### src/design/dspw_consts.svh
/*
 Constants of the converter serial write port: frame layout, field
 positions, reset values and counter widths.
 Assumes it is included by bare name from the package and the modules.
*/
`ifndef DSPW_CONSTS_SVH
`define DSPW_CONSTS_SVH

// ----------------------------------------
// Frame layout
// ----------------------------------------
`define DSPW_FRAME_BITS 16
`define DSPW_CNT_W 5
`define DSPW_LAST_BIT 5'h0f
`define DSPW_MODE_HI 13
`define DSPW_MODE_LO 12
`define DSPW_CODE_HI 11
`define DSPW_CODE_LO 4
`define DSPW_CODE_W 8

// ----------------------------------------
// Reset values
// ----------------------------------------
`define DSPW_CODE_RST 8'h00
`define DSPW_SHREG_RST 16'h0000
`define DSPW_CNT_RST 5'h00
`define DSPW_PINS_IDLE 3'h7

`endif

### src/design/dspw_pkg.sv
/*
 Types of the converter serial write port: pin bundle, modes, frame
 states and the state records of both modules.
 Assumes dspw_consts.svh is on the include path.
*/
`include "dspw_consts.svh"

package dspw_pkg;

   // ----------------------------------------
   // Pin bundle, as seen from the device
   // ----------------------------------------
   typedef struct packed {
      logic frame_sel_n; // Frame select, active low
      logic shift_clk;   // Host shift clock
      logic ser_data;    // Serial data in
   } dspw_pins_t;

   // Output mode, two mode bits of the frame
   typedef enum logic [1:0] {
      DSPW_NORMAL  = 2'b00,
      DSPW_PD_1K   = 2'b01,
      DSPW_PD_100K = 2'b10,
      DSPW_PD_HIZ  = 2'b11
   } dspw_mode_t;

   // Frame sequencer states
   typedef enum logic [1:0] {
      DSPW_IDLE  = 2'b00,
      DSPW_SHIFT = 2'b01,
      DSPW_DONE  = 2'b10
   } dspw_fsm_t;

   // Synchroniser state
   typedef struct packed {
      dspw_pins_t s1;   // First stage, read by s2 only
      dspw_pins_t s2;
      dspw_pins_t s3;
      dspw_pins_t filt; // Settled pin levels
   } dspw_sync_t;

   // Write port state
   typedef struct packed {
      dspw_fsm_t fsm;
      logic [`DSPW_FRAME_BITS-1:0] shreg;
      logic [`DSPW_CNT_W-1:0] cnt;
      logic clk_last;
      logic [`DSPW_CODE_W-1:0] dac_code;
      dspw_mode_t mode;
      logic amp_en;
      logic pd_1k;
      logic pd_100k;
      logic pd_hiz;
      logic load_pulse;
      logic abort_pulse;
   } dspw_state_t;

endpackage

### src/design/dspw_pin_sync.sv
/*
 Three-stage synchroniser with agreement filter for the three write
 port pins. A settled level changes only when stages two and three agree.
 Assumes pins are asynchronous to core_clk and idle high.
*/
`timescale 1ns/1ps
`default_nettype none
`include "dspw_consts.svh"

module dspw_pin_sync
   import dspw_pkg::*;
(
   // Clock and reset
   input wire logic core_clk,
   input wire logic srst,
   // Raw pins
   input wire dspw_pins_t pins_raw,
   // Settled pins
   output var dspw_pins_t pins_filt
);

   dspw_sync_t st;      // Registered state
   dspw_sync_t next_st; // Next state

   // Shift chain and agreement filter, per pin bit
   always_comb begin
      next_st = st;
      next_st.s1 = pins_raw;
      next_st.s2 = st.s1;
      next_st.s3 = st.s2;
      for (int i = 0; i < $bits(dspw_pins_t); i++) begin
         // Glitch of one sample never reaches the filter
         if (st.s2[i] == st.s3[i]) begin
            next_st.filt[i] = st.s3[i];
         end
      end
   end

   // State register; pins reset to idle high
   always_ff @(posedge core_clk) begin
      if (srst) begin
         st <= {4{dspw_pins_t'(`DSPW_PINS_IDLE)}};
      end else begin
         st <= next_st;
      end
   end

   assign pins_filt = st.filt;

endmodule // dspw_pin_sync
`default_nettype wire

### src/design/dspw_write_port.sv
/*
 Serial write port of a single-channel 8-bit converter: frame sequencer,
 16-bit input shift register, converter code register and power-down
 mode decode.
 Assumes the host pins arrive asynchronously and that the host shift
 clock is slow enough to be seen at the core_clk rate (each level held
 at least four core_clk periods).
*/
`timescale 1ns/1ps
`default_nettype none
`include "dspw_consts.svh"

module dspw_write_port
   import dspw_pkg::*;
(
   // Clock and reset
   input wire logic core_clk,
   input wire logic srst,
   // Host pins
   input wire logic frame_sel_n,
   input wire logic shift_clk,
   input wire logic ser_data,
   // Converter side
   output logic [`DSPW_CODE_W-1:0] dac_code,
   output dspw_mode_t out_mode,
   output logic amp_en,
   output logic pd_1k,
   output logic pd_100k,
   output logic pd_hiz,
   // Frame events
   output logic load_pulse,
   output logic abort_pulse
);

   // ----------------------------------------
   // Pin synchronisers
   // ----------------------------------------
   dspw_pins_t pins_raw;  // Raw pin bundle
   dspw_pins_t pins_filt; // Settled pin levels

   assign pins_raw = '{frame_sel_n: frame_sel_n, shift_clk: shift_clk, ser_data: ser_data};

   dspw_pin_sync u_sync (
      .core_clk(core_clk),
      .srst(srst),
      .pins_raw(pins_raw),
      .pins_filt(pins_filt)
   );

   // ----------------------------------------
   // Frame sequencer
   // ----------------------------------------
   dspw_state_t st;      // Registered state
   dspw_state_t next_st; // Next state
   logic clk_fall;       // Settled shift clock went high to low
   logic sel_active;     // Frame select settled low

   assign clk_fall = st.clk_last & ~pins_filt.shift_clk;
   assign sel_active = ~pins_filt.frame_sel_n;

   // Next state: shift, count, load or discard
   always_comb begin
      next_st = st;
      next_st.clk_last = pins_filt.shift_clk;
      next_st.load_pulse = 1'b0;
      next_st.abort_pulse = 1'b0;
      unique case (st.fsm)
         DSPW_IDLE: begin
            // New frame opens on select low; start clean
            if (sel_active) begin
               next_st.fsm = DSPW_SHIFT;
               next_st.cnt = `DSPW_CNT_RST;
               next_st.shreg = `DSPW_SHREG_RST;
            end
         end
         DSPW_SHIFT: begin
            if (!sel_active) begin
               // Early rise: nothing reaches code or mode
               next_st.fsm = DSPW_IDLE;
               next_st.shreg = `DSPW_SHREG_RST;
               next_st.cnt = `DSPW_CNT_RST;
               next_st.abort_pulse = 1'b1;
            end else if (clk_fall) begin
               // MSB arrives first, so shift toward the top
               next_st.shreg = {st.shreg[`DSPW_FRAME_BITS-2:0], pins_filt.ser_data};
               next_st.cnt = st.cnt + `DSPW_CNT_W'(1);
               if (st.cnt == `DSPW_LAST_BIT) begin
                  // Sixteenth edge: execute the frame
                  next_st.fsm = DSPW_DONE;
                  next_st.load_pulse = 1'b1;
                  next_st.mode = dspw_mode_t'({st.shreg[`DSPW_MODE_HI-1],
                     st.shreg[`DSPW_MODE_LO-1]});
                  // Power-down frames leave the stored code alone
                  if ({st.shreg[`DSPW_MODE_HI-1], st.shreg[`DSPW_MODE_LO-1]} == DSPW_NORMAL) begin
                     next_st.dac_code = st.shreg[`DSPW_CODE_HI-1:`DSPW_CODE_LO-1];
                  end
               end
            end
         end
         DSPW_DONE: begin
            // Extra edges ignored until select goes high
            if (!sel_active) begin
               next_st.fsm = DSPW_IDLE;
            end
         end
         default: begin
            // Illegal code: recover to idle
            next_st.fsm = DSPW_IDLE;
         end
      endcase
      // Mode decode to output stage controls
      next_st.amp_en = (next_st.mode == DSPW_NORMAL);
      next_st.pd_1k = (next_st.mode == DSPW_PD_1K);
      next_st.pd_100k = (next_st.mode == DSPW_PD_100K);
      next_st.pd_hiz = (next_st.mode == DSPW_PD_HIZ);
   end

   // State register; code cleared and amplifier in normal mode
   always_ff @(posedge core_clk) begin
      if (srst) begin
         st.fsm <= DSPW_IDLE;
         st.shreg <= `DSPW_SHREG_RST;
         st.cnt <= `DSPW_CNT_RST;
         st.clk_last <= 1'b1;
         st.dac_code <= `DSPW_CODE_RST;
         st.mode <= DSPW_NORMAL;
         st.amp_en <= 1'b1;
         st.pd_1k <= 1'b0;
         st.pd_100k <= 1'b0;
         st.pd_hiz <= 1'b0;
         st.load_pulse <= 1'b0;
         st.abort_pulse <= 1'b0;
      end else begin
         st <= next_st;
      end
   end

   // ----------------------------------------
   // Outputs, all straight from the state register
   // ----------------------------------------
   // Code is passed unchanged: straight binary, 00 zero, ff full scale
   assign dac_code = st.dac_code;
   assign out_mode = st.mode;
   assign amp_en = st.amp_en;
   assign pd_1k = st.pd_1k;
   assign pd_100k = st.pd_100k;
   assign pd_hiz = st.pd_hiz;
   assign load_pulse = st.load_pulse;
   assign abort_pulse = st.abort_pulse;

   // ----------------------------------------
   // Assertions
   // ----------------------------------------
   // Each of the first fifteen falling edges of a frame adds one bit
   property p_count_on_fall;
      @(posedge core_clk) disable iff (srst)
      (st.fsm == DSPW_SHIFT && sel_active && clk_fall && st.cnt != `DSPW_LAST_BIT)
         |=> (st.cnt == $past(st.cnt) + `DSPW_CNT_W'(1))
         && st.shreg[0] == $past(pins_filt.ser_data);
   endproperty
   a_count_on_fall: assert property (p_count_on_fall)
      else $error("bit not shifted on fall");

   // No shifting without frame select low
   property p_no_shift_idle;
      @(posedge core_clk) disable iff (srst)
      (st.fsm == DSPW_IDLE && !sel_active) |=> st.fsm == DSPW_IDLE && $stable(st.dac_code);
   endproperty
   a_no_shift_idle: assert property (p_no_shift_idle)
      else $error("activity without select");

   // Sixteenth edge gives a load pulse next cycle
   property p_load_on_last;
      @(posedge core_clk) disable iff (srst)
      (st.fsm == DSPW_SHIFT && sel_active && clk_fall && st.cnt == `DSPW_LAST_BIT)
         |=> load_pulse && st.fsm == DSPW_DONE;
   endproperty
   a_load_on_last: assert property (p_load_on_last) else $error("no load on last edge");

   // Code changes only with a load
   property p_code_needs_load;
      @(posedge core_clk) disable iff (srst)
      $changed(dac_code) |-> load_pulse && out_mode == DSPW_NORMAL;
   endproperty
   a_code_needs_load: assert property (p_code_needs_load)
      else $error("code changed without load");

   // Aborted frame: shift register cleared, code and mode kept
   property p_abort;
      @(posedge core_clk) disable iff (srst)
      (st.fsm == DSPW_SHIFT && !sel_active)
         |=> abort_pulse && st.shreg == `DSPW_SHREG_RST && $stable(dac_code) && $stable(out_mode)
         ##1 st.fsm == DSPW_IDLE;
   endproperty
   a_abort: assert property (p_abort) else $error("aborted frame took effect");

   // Loaded fields come from the documented frame bits
   property p_fields;
      @(posedge core_clk) disable iff (srst)
      load_pulse |-> out_mode == st.shreg[`DSPW_MODE_HI:`DSPW_MODE_LO]
         && (out_mode != DSPW_NORMAL || dac_code == st.shreg[`DSPW_CODE_HI:`DSPW_CODE_LO]);
   endproperty
   a_fields: assert property (p_fields) else $error("field mismatch at load");

   // Output stage controls follow the mode
   property p_decode;
      @(posedge core_clk) disable iff (srst)
      load_pulse |-> ##1 (amp_en == (out_mode == DSPW_NORMAL))
         && (pd_1k == (out_mode == DSPW_PD_1K))
         && (pd_100k == (out_mode == DSPW_PD_100K)) && (pd_hiz == (out_mode == DSPW_PD_HIZ));
   endproperty
   a_decode: assert property (p_decode) else $error("mode decode wrong");

   // After reset the code reads zero in normal mode
   property p_reset_zero;
      @(posedge core_clk) disable iff (srst)
      $fell(srst) |-> dac_code == `DSPW_CODE_RST && out_mode == DSPW_NORMAL && amp_en;
   endproperty
   a_reset_zero: assert property (p_reset_zero)
      else $error("code not zero after reset");

   // Power-down load keeps the previous code
   property p_pd_keeps;
      @(posedge core_clk) disable iff (srst)
      (load_pulse && out_mode != DSPW_NORMAL) |-> $stable(dac_code);
   endproperty
   a_pd_keeps: assert property (p_pd_keeps) else $error("power-down changed code");

   // Completed frame ignores edges until select rises
   property p_done_hold;
      @(posedge core_clk) disable iff (srst)
      (st.fsm == DSPW_DONE && sel_active)
         |=> st.fsm == DSPW_DONE && $stable(st.shreg) && !load_pulse;
   endproperty
   a_done_hold: assert property (p_done_hold) else $error("edge taken after frame");

endmodule // dspw_write_port
`default_nettype wire

### config.mk
export PLATFORM = sky130hd
export DESIGN_NAME = dspw_write_port
export DESIGN_NICKNAME = d
export VERILOG_FILES = /design/src/design/dspw_pkg.sv /design/src/design/dspw_pin_sync.sv /design/src/design/dspw_write_port.sv
export VERILOG_INCLUDE_DIRS = /design/src /design/src/design
export SDC_FILE = /design/constraint.sdc
export NUM_CORES = 1
export LEC_CHECK = 0
export BUFFER_PORTS_ARGS = -buffer_cell sky130_fd_sc_hd__buf_2
export CORE_ASPECT_RATIO = 0.7
export CORE_MARGIN = 4
export CORE_UTILIZATION = 37
export CTS_BUF_LIST = sky130_fd_sc_hd__clkbuf_4 sky130_fd_sc_hd__clkbuf_8
export CTS_CLUSTER_DIAMETER = 80
export CTS_CLUSTER_SIZE = 28
export DETAILED_ROUTE_END_ITERATION = 12
export PLACE_DENSITY = 0.58
export SLEW_MARGIN = 20
export SYNTH_ARGS = -nofsm -noshare
export SYNTH_HDL_FRONTEND = slang
export SYNTH_SLANG_ARGS = --single-unit
### constraint.sdc
create_clock -name core_clk -period 1.8 [get_ports core_clk]
set_clock_uncertainty 0.2 [all_clocks]
set_input_delay 0.18 -clock core_clk [delete_from_list [all_inputs] [get_ports core_clk]]
set_output_delay 0.18 -clock core_clk [all_outputs]
set_load 0.02 [all_outputs]
==> results of run 1 <==
[cell type report]
type / instances / area, um^2 / area share [%]
clock buffers: 6 / 82.6 / 3.72
repair buffers: 38 / 246 / 11.1
clock inverters: 2 / 13.8 / 0.620
well taps: 69 / 86.3 / 3.89
inverters: 4 / 15.0 / 0.676
flip-flops and latches: 49 / 985 / 44.4
multi-input cells: 109 / 791 / 35.6
[registers in the layout, indices dropped and copies added (netlist names)]
signal / count
st: 21
dac_code: 8
u_sync.next_st: 6
u_sync.pins_filt: 3
u_sync.st: 3
out_mode: 2
abort_pulse: 1
amp_en: 1
load_pulse: 1
pd_100k: 1
pd_1k: 1
pd_hiz: 1
[per-stage QoR]
stage | instance area [um^2] | hold slack, ps | std cells | power, W
floorplan | 1810 | 83.8 | 178 | 0.00115
global placement | 2000 | 163 | 265 | 0.00116
detailed placement | 2000 | 167 | 265 | 0.00116
CTS | 2130 | 49.9 | 276 | 0.00183
global route | 2220 | 71.9 | 277 | 0.00189
finish | 2220 | 51.2 | 277 | 0.00181
[synthesized netlist by cell type]
library cell / number
nor2b_2: 1
mux2i_1: 11
clkbuf_1: 2
a21oi_1: 5
nor2_1: 29
o21ai_0: 4
and3_1: 3
a211oi_1: 1
or2_2: 10
xor2_1: 1
o22ai_1: 11
o21a_1: 1
buf_2: 3
a211o_1: 1
and2b_1: 1
ha_1: 3
xnor2_1: 1
nand4_2: 1
mux2_1: 1
and2_1: 2
buf_6: 1
buf_4: 10
nor2b_1: 1
a2111oi_2: 1
nand3_2: 1
nor3_1: 2
nand2b_1: 1
dfxtp_1: 49
nand3_1: 1
or3_1: 2
a22o_1: 4
o31ai_2: 1
inv_1: 4
nor4b_4: 1
nand2_1: 7
[power by group]
part	internal (W)	leakage [nW]	switching [W]	total, W
Clock	0.000312	0.0512	0.000357	0.000669
Sequential	0.00109	0.398	0.00000455	0.00110
Combinational	0.0000197	0.473	0.0000237	0.0000434
[critical path, delay by kind of cell (launching register included)]
| kind | cells | cell delay, ps |
|---|---|---|
| fa+ha+maj | 2 | 330 |
| mux | 1 | 250 |
| simple gates | 3 | 560 |
| flops | 1 | 340 |
[repair_timing]
action,4_1_cts,5_1_grt
resized for setup,4,15
buffers inserted,0,1
setup endpoints to repair,12,17
hold buffers,3,0
endpoints found under the hold margin,3,0
pin swaps,0,4
[worst paths after layout]
check	startpoint	cells past startpoint	to	slack [ps]
min reg2reg	u_sync.next_st[7]	1	u_sync.next_st[4]	210
min	srst	3	u_sync.pins_filt[2]	50
max reg2reg	st[17]	6	pd_1k	50
max	st[17]	6	pd_1k	50
[cells by family (layout without fill, tap and decap cells)]
family,count (synthesis),count (layout),share of synthesized area [%]
AO/OA/AOI/OAI,29,29,11.0
XOR/XNOR,2,2,0.966
adder cells (fa/ha/maj),3,3,2.07
buffers and inverters,20,50,6.83
flip-flops,49,49,54.1
multiplexers,12,12,6.69
AND/OR/NAND/NOR,63,63,18.3
[metal layers]
| metal | vias up | routed length (um) | GRT usage [%] |
|---|---|---|---|
| met4 | 0 | 74 | 7.33 |
| met1 | 588 | 1720 | 16.9 |
| li1 | 662 | - | - |
| met2 | 27 | 1300 | 16.1 |
| met3 | 7 | 157 | 3.84 |
| met5 | - | 0 | 0 |
==> metrics.md, run 1 <==
| Metric | Value |
|---|---|
| Run status | finished, final reports clean |
| Crit-path most repeated cell | and3_4 |
| Port Buffer Count | 20 |
| Peak fanout along the critical path | 4 |
| Area growth from synthesis to layout | 22.4% |
| Top post-synthesis cells by area | dfxtp_1 54%, mux2i_1 6.1%, nor2_1 6.0% |
| Max H-tree Level | 2 |
| Most used cells in the layout excluding fill and tap cells | 46 x dfxtp_1, 29 x nor2_1, 20 x buf_2, 14 x buf_4, 11 x o22ai_1 |
| Combined area of all synthesized cells | 1810 um^2 |
| Final number of max-transition violations | 0 |
| Initial core utilization | 38.1% |
| Final setup slack of the worst path | 51.7 ps |
| Wire length of the first global-routing pass | 5.65 mm |
| Top cell type's share of synthesized area | 54.1% |
| Routed via count | 1284 |
| Final critical-path share of the clock period | 97.1% |
| Sequential fraction of the synthesis area | 54.1% |
| Worst Setup Start Kind | flop |
| Final critical delay including setup and external delays | 1750 ps |
| Final count of hold timing violations | 0 |
| Critical path data arrival time | 1790 ps |
| Detailed Route WL | 3.26 mm |
| Placeable core area | 4760 um^2 |
| Initial DRC Count | 52 |
| Area of the die | 6100 um^2 |
| Static power due to leakage | 0.923 nW |
| Number of cell rows | 21 |
| Clock latency at the later pin of the worst-skew pair | 300 ps |
| Pwr per Cell Area | 815 nW/um^2 |
| Largest buffer count on any clock path | 2 |
| Number of top-level pins | 21 |
| Post-detailed-placement half-perimeter wirelength | 2.21 mm |
| Nets | 215 |
| Worst slack, placed | -46.6 ps |
| Number of distinct library cells after synthesis | 35 |
| Final number of setup-violating endpoints | 0 |
| Setup crit end kind | flop |
| Post-route DRC violation count | 0 |
| Leading cell type in the layout, fill and taps excluded | dfxtp_1 |
| Post-synthesis instance total | 178 |
| Synthesis-stage register bit count | 49 |
| Antenna viol nets, final | 0 |
| Headroom to the max-slew limit | 76.3% |
| Clock transition time at the flip-flop clock pins of the worst setup and hold paths | 90 ps |
| Master cell of the clock root buffer | clkbuf_8 |
| Number of CTS-inserted buffers | 5 |
| N_diodes | 0 |
| Synthesis Warnings | 0 |
| Max Clock Freq | 572 MHz |
| Cell accounting for the most synthesized area | dfxtp_1 |
| Number of sinks driven by the clock tree | 49 |
| Residual overflow from global routing | 0 |
| Endpoint required time on the critical path | 1850 ps |
| Mean cell area of the mapped netlist | 10.2 um^2 |
| Layout cells sized above 1 | 33.7% |
| Routed vias/inst | 4.64 |
| Pin count of the biggest net entering global routing | 24 |
| Layout filler cell count | 470 |
| Synth Net Count | 186 |
| Max IR drop VDD | 0.000416 V |
| CTS tree | yes |
| Actual slew at the worst max-slew pin | 354 ps |
| Cells traversed along the worst timing path | ha_2 -> and3_4 -> ha_4 -> and3_4 -> mux2i_4 -> nor2b_1 |
| Total negative setup slack | 0 ps |
| Slowest-stage cell, CP | dfxtp_2 |
| Detailed-routing iteration count for the pre-antenna-repair pass | 4 |
| Core Util, Final | 46.7% |
| Vias in the first global route | 1202 |
| Die Height | 66.6 um |
| Crit path kind | reg2reg |
| Die Width | 91.7 um |
| Number of antenna violations at the first check in global routing | 0 |
| Routability congestion estimate | 0.775 |
| Largest stage delay on the critical path | 340 ps |
| Global-route usage over all layers | 12.1% |
| Mean routed wirelength per cell | 11.8 um |
| Number of maximum-capacitance violations | 0 |
| Type of the tightest min-delay check | in2reg |
(Power assumes the default switching activity.)
==> inputs of run 2 (changes only) <==
PLACE_DENSITY = 0.57   (was 0.58)
==> run 2 against run 1 <==
Combinational power is essentially flat. Power grew 6.7%. Global-route usage shrank 0.11 points. Fmax grew 1.2%. First-iteration DRC count shrank 5.8%. Register-to-register slack gained 20 ps. Final cell count grew 0.72%. Worst setup slack gained 21 ps. Sequential share of layout area shrank 0.99 points. Flip-flop and latch count is the same. Critical path type unchanged.
==> metrics.md, run 2 (synthesis gave the netlist of run 1 again) <==
| Metric | Value |
|---|---|
| Reg2reg setup slack | 70 ps |
| Layout cells sized above 1 | 35.7% |
| Placeable core area | 4760 um^2 |
| Core Util, Final | 47.8% |
| Final count of hold timing violations | 0 |
| Flip-flop count of the largest register after layout | 21 |
| Number of top-level pins | 21 |
| Nets | 217 |
| Port Buffer Count | 20 |
| Number of maximum-capacitance violations | 0 |
| Max H-tree Level | 2 |
| CTS tree | yes |
| Run status | finished, final reports clean |
| Area of the die | 6100 um^2 |
| Worst Setup Start Kind | flop |
| RSZ-0062 raised after global routing | no |
| Overall power of the completed layout | 0.00193 W |
| Most used cells in the layout excluding fill and tap cells | 45 x dfxtp_1, 29 x nor2_1, 20 x buf_2, 15 x buf_4, 11 x o22ai_1 |
| Number of CTS-inserted buffers | 5 |
| Clock transition time at the flip-flop clock pins of the worst setup and hold paths | 90 ps |
| Endpoint required time on the critical path | 1830 ps |
| Max IR drop VDD | 0.000446 V |
| Detailed Route WL | 3.36 mm |
| Largest buffer count on any clock path | 2 |
| Final setup slack of the worst path | 73.1 ps |
| Vias in the first global route | 1253 |
| Clock latency at the later pin of the worst-skew pair | 310 ps |
| Max Clock Freq | 579 MHz |
| Area growth from synthesis to layout | 25.4% |
| Number of cell rows | 21 |
| Worst slack, placed | -69.9 ps |
| Master cell of the clock root buffer | clkbuf_8 |
| Detailed-routing iteration count for the pre-antenna-repair pass | 4 |
| Headroom to the max-slew limit | 79.2% |
| Register with the most flip-flops | st |
| Routed vias/inst | 4.65 |
| Post-detailed-placement half-perimeter wirelength | 2.30 mm |
| Wire length of the first global-routing pass | 5.69 mm |
| Pin count of the biggest net entering global routing | 24 |
| Critical path data arrival time | 1750 ps |
| Global-route usage over all layers | 12.0% |
| Final number of setup-violating endpoints | 0 |
| Number of sinks driven by the clock tree | 49 |
| Routed via count | 1298 |
| Leading cell type in the layout, fill and taps excluded | dfxtp_1 |
| Post-route DRC violation count | 0 |
| Peak fanout along the critical path | 5 |
| Final number of max-transition violations | 0 |
| Final critical delay including setup and external delays | 1730 ps |
| N_diodes | 0 |
| Static power due to leakage | 0.948 nW |
| Die Width | 91.7 um |
| Initial core utilization | 38.1% |
| Type of the tightest min-delay check | in2reg |
| Actual slew at the worst max-slew pin | 312 ps |
| Routability congestion estimate | 0.751 |
| Mean routed wirelength per cell | 12.0 um |
| Number of antenna violations at the first check in global routing | 0 |
| Die Height | 66.6 um |
| Residual overflow from global routing | 0 |
| Pwr per Cell Area | 849 nW/um^2 |
| Antenna viol nets, final | 0 |
| Final critical-path share of the clock period | 95.9% |
| Crit path kind | reg2reg |
| Setup crit end kind | flop |
| Initial DRC Count | 49 |
[run 2: final cells by class]
| cell class | count | area, um^2 |
|---|---|---|
| repair buffers | 40 | 274 |
| flip-flops and latches | 49 | 986 |
| clock inverters | 3 | 43.8 |
| inverters | 4 | 15.0 |
| fillers | 443 | 2480 |
| clock buffers | 5 | 68.8 |
| multi-input cells | 109 | 800 |
| well taps | 69 | 86.3 |
[run 2: path summary, 6_finish.rpt]
path | startpoint | to | depth (start not counted)
max | u_sync.pins_filt[1] | st[20] | 4
min | srst | u_sync.pins_filt[2] | 3
max reg2reg | u_sync.pins_filt[1] | st[20] | 4
min reg2reg | u_sync.next_st[8] | u_sync.next_st[5] | 1
[run 2: power breakdown]
part	internal (W)	switching (W)	total, W
clock network	0.000416	0.000373	0.000790
logic	0.0000197	0.0000234	0.0000431
registers	0.00109	0.00000487	0.00110
total	0.00153	0.000402	0.00193
[run 2: timing repair]
action                                  CTS  global route
buffers inserted                          2             3
endpoints found under the setup margin    5            29
resized for setup                         7            15
hold buffers                              3             0
pin swaps                                 0             4
hold endpoints to repair                  3             0
[run 2: through the flow]
stage          TNS (ps)  cell area, um^2  hold slack [ps]  std cells
3_5_place_dp       -175             1990              164        263
4_1_cts               0             2170             53.7        276
3_3_place_gp          0             1990              165        263
2_1_floorplan         0             1810             83.8        178
6_report              0             2270             58.7        279
5_1_grt               0             2270             91.7        279
[run 2: critical path: stages (launching register included)]
cell	delay, ps
dfxtp_1	370
nand2b_2	250
a211o_1	330
or3_1	350
a21oi_1	150
[run 2: layer usage]
| metal | vias up | GRT usage (%) | wire length (um) |
|---|---|---|---|
| met4 | 0 | 6.20 | 77 |
| met1 | 603 | 14.5 | 1580 |
| li1 | 662 | - | - |
| met3 | 7 | 4.18 | 199 |
| met2 | 26 | 19.2 | 1500 |
| met5 | - | 0 | 0 |
==> inputs of run 3 (changes only) <==
ABC_AREA = 1   (was not set)
PLACE_DENSITY = 0.56   (was 0.57)
==> run 3 against run 2 <==
Worst setup slack better by 23 ps. Global-route usage barely moved. First-iteration DRC count is 37% higher. Highest routed layer unchanged. Critical endpoint is now amp_en. Sequential share of layout area fell by 0.80 points. Clock power is 2.7% higher. Power up 1.5%.
==> metrics.md, run 3 <==
| Metric | Value |
|---|---|
| Run status | finished, final reports clean |
| Mean cell area of the mapped netlist | 7.82 um^2 |
| Largest stage delay on the critical path | 370 ps |
| Max H-tree Level | 2 |
| Antenna viol nets, final | 0 |
| Leading cell type in the layout, fill and taps excluded | dfxtp_1 |
| Post-detailed-placement half-perimeter wirelength | 2.38 mm |
| Combined area of all synthesized cells | 1970 um^2 |
| Setup crit end kind | flop |
| Static power due to leakage | 0.945 nW |
| Area share of and/or/nand/nor cells after synthesis | 27.8% |
| Mean routed wirelength per cell | 10.5 um |
| Headroom to the max-slew limit | 78.7% |
| Number of sinks driven by the clock tree | 49 |
| Net Switching | 0.000376 W |
| Critical path data arrival time | 1700 ps |
| Area growth from synthesis to layout | 17.6% |
| Sequential fraction of the synthesis area | 49.8% |
| Logic pwr share | 2.7% |
| Multiplexer share of the synthesized area | 0% |
| Most heavily used metal layer in global routing | met1 |
| Top cell type's share of synthesized area | 49.8% |
| Number of top-level pins | 21 |
| Clock group share of total power | 41.4% |
| Switching share of power | 19.2% |
| Cell with the most instances after synthesis | dfxtp_1 |
| Dominant register cell in the synthesized netlist | dfxtp_1 |
| Crit path kind | reg2reg |
| Synth Net Count | 260 |
| Slowest-stage cell, CP | dfxtp_4 |
| Kind of cell adding the most delay to the critical path | simple AND/OR/NAND/NOR gates |
| Crit-path most repeated cell | nand2_2 |
| Final critical delay including setup and external delays | 1700 ps |
| Routed vias/inst | 4.43 |
| Top post-synthesis cells by area | dfxtp_1 50%, nor2_1 8.0%, nand2_1 7.4% |
| Worst slack, placed | -53.7 ps |
| Combinational family with the most area after synthesis | simple AND/OR/NAND/NOR gates |
| Die Width | 95.2 um |
| Critical path buffer and inverter count | 1 |
| Cells traversed along the worst timing path | ha_4 -> nand2_2 -> nor2_4 -> ha_2 -> inv_1 -> nor2_4 -> nand2_2 -> nand2_2 -> nand2_2 -> nand2_1 -> nand2_1 |
| Number of enable flip-flop cells after synthesis | 0 |
| Global-route usage over all layers | 12.0% |
| Pin count of the biggest net entering global routing | 19 |
| Routability congestion estimate | 0.784 |
| Max IR drop VDD | 0.000309 V |
| Fraction of the mapped netlist area in compound gates | 8.45% |
| Layout cells sized above 1 | 26.4% |
| Synthesis Warnings | 0 |
| Max Clock Freq | 587 MHz |
| Post-synthesis instance total | 252 |
| Master cell of the clock root buffer | clkbuf_8 |
| Number of antenna violations at the first check in global routing | 0 |
| Die Height | 69.0 um |
| N_diodes | 0 |
| Initial DRC Count | 67 |
| Area of the die | 6570 um^2 |
| Number of CTS-inserted buffers | 5 |
| Pwr per Cell Area | 846 nW/um^2 |
| Fraction of power consumed by sequential logic | 55.9% |
| Clock latency at the later pin of the worst-skew pair | 300 ps |
| Endpoint required time on the critical path | 1790 ps |
| Final number of setup-violating endpoints | 0 |
| Minimum hold slack | 213 ps |
| Actual slew at the worst max-slew pin | 319 ps |
| Register with the most flip-flops | st |
| Number of distinct library cells after synthesis | 24 |
| Fraction of registers with async set or reset after synthesis | 0% |
| Detailed-routing iteration count for the pre-antenna-repair pass | 4 |
| Flip-flop count of the largest register after layout | 21 |
| Vias in the first global route | 1420 |
| Detailed Route WL | 3.59 mm |
| Residual overflow from global routing | 0 |
| Synth Area in XOR/XNOR | 0% |
| Clock transition time at the flip-flop clock pins of the worst setup and hold paths | 80 ps |
| Number of maximum-capacitance violations | 0 |
| Final count of hold timing violations | 0 |
| Final setup slack of the worst path | 96.2 ps |
| Largest buffer count on any clock path | 2 |
| Wire length of the first global-routing pass | 6.40 mm |
| Reg2reg setup slack | 100 ps |
| Met2 capacity usage during global routing | 16.6% |
| Most used cells in the layout excluding fill and tap cells | 47 x dfxtp_1, 40 x nor2_1, 32 x nand2_1, 27 x inv_1, 20 x buf_2 |
| Number of cell rows | 21 |
| Worst Setup Start Kind | flop |
| Initial core utilization | 39.7% |
| RSZ-0062 raised after global routing | yes |
| Nets | 280 |
| Final number of max-transition violations | 0 |
| GRT met1 Usage | 17.2% |
| Placeable core area | 4970 um^2 |
| Internal portion of total power | 0.00158 W |
| CTS tree | yes |
| Peak fanout along the critical path | 4 |
| Cell accounting for the most synthesized area | dfxtp_1 |
| Synthesized-area fraction occupied by adder cells | 1.91% |
| Synthesis-stage register bit count | 49 |
| Final critical-path share of the clock period | 94.7% |
| Post-route DRC violation count | 0 |
| Type of the tightest min-delay check | reg2reg |
| GRT met3 Usage | 4.46% |
| Synth cell count leaders | 49 x dfxtp_1, 42 x nor2_1, 39 x nand2_1 |
| Routed via count | 1514 |
| Port Buffer Count | 20 |
[run 3: cell count changes after synthesis, sizes merged, moves of 10 or more]
| cell | delta |
|---|---|
| nand2 | +38 |
| inv | +26 |
| nor2 | +17 |
| a21oi | +11 |
| mux2i | -11 |
| nand3 | +11 |
| o22ai | -11 |
| o21ai | +10 |
[run 3: power groups by stage]
stage               registers [W]  logic (W)  clock network, W
detailed placement        0.00112  0.0000465                 0
global placement          0.00112  0.0000462                 0
global route              0.00110  0.0000612          0.000894
finish                    0.00110  0.0000531          0.000811
CTS                       0.00110  0.0000533          0.000841
floorplan                 0.00112  0.0000356                 0
[run 3: path summary, 6_finish.rpt]
| check | start | cells past startpoint | end |
|---|---|---|---|
| worst min register to register | u_sync.next_st[6] | 1 | u_sync.next_st[3] |
| worst max-delay path | st[17] | 11 | amp_en |
| worst min-delay path | u_sync.next_st[6] | 1 | u_sync.next_st[3] |
| worst max register to register | st[17] | 11 | amp_en |
[run 3: cell type report]
class	instances	area, um^2
Inverter	30	113
Multi-Input combinational cell	155	806
Sequential cell	49	986
Fill cell	516	2650
Clock buffer	7	90.1
Tap cell	69	86.3
Clock inverter	1	30.0
Timing Repair Buffer	31	205
[run 3: stage by stage]
| stage | power, W | instance area (um^2) | utilization (%) | TNS, ps | instances |
|---|---|---|---|---|---|
| after CTS | 0.00199 | 2260 | 45.5 | 0 | 342 |
| after global placement | 0.00117 | 2100 | 42.2 | -26.5 | 330 |
| after floorplan | 0.00116 | 1970 | - | 0 | 252 |
| after global routing | 0.00205 | 2320 | 46.6 | -166 | 342 |
| final | 0.00196 | 2320 | 46.6 | 0 | 342 |
| after detailed placement | 0.00117 | 2100 | 42.2 | -125 | 330 |
[run 3: timing repair]
action / CTS / global route
endpoints found under the hold margin: 5 / 0
pin swaps: 0 / 9
hold buffers: 4 / 0
gates resized for setup: 2 / 17
buffers inserted: 0 / 0
setup endpoints to repair: 13 / 23
[run 3: kinds of logic (layout without fill, tap and decap cells)]
kind of cell | Yosys count | after routing
simple gates | 120 | 120
flops | 49 | 49
buf+inv | 48 | 69
compound gates | 32 | 32
fa+ha+maj | 3 | 3
[run 3: routing by layer]
layer | wire [um] | vias up
li1 | - | 819
met3 | 191 | 5
met2 | 1450 | 23
met5 | 0 | -
met1 | 1910 | 667
met4 | 37 | 0
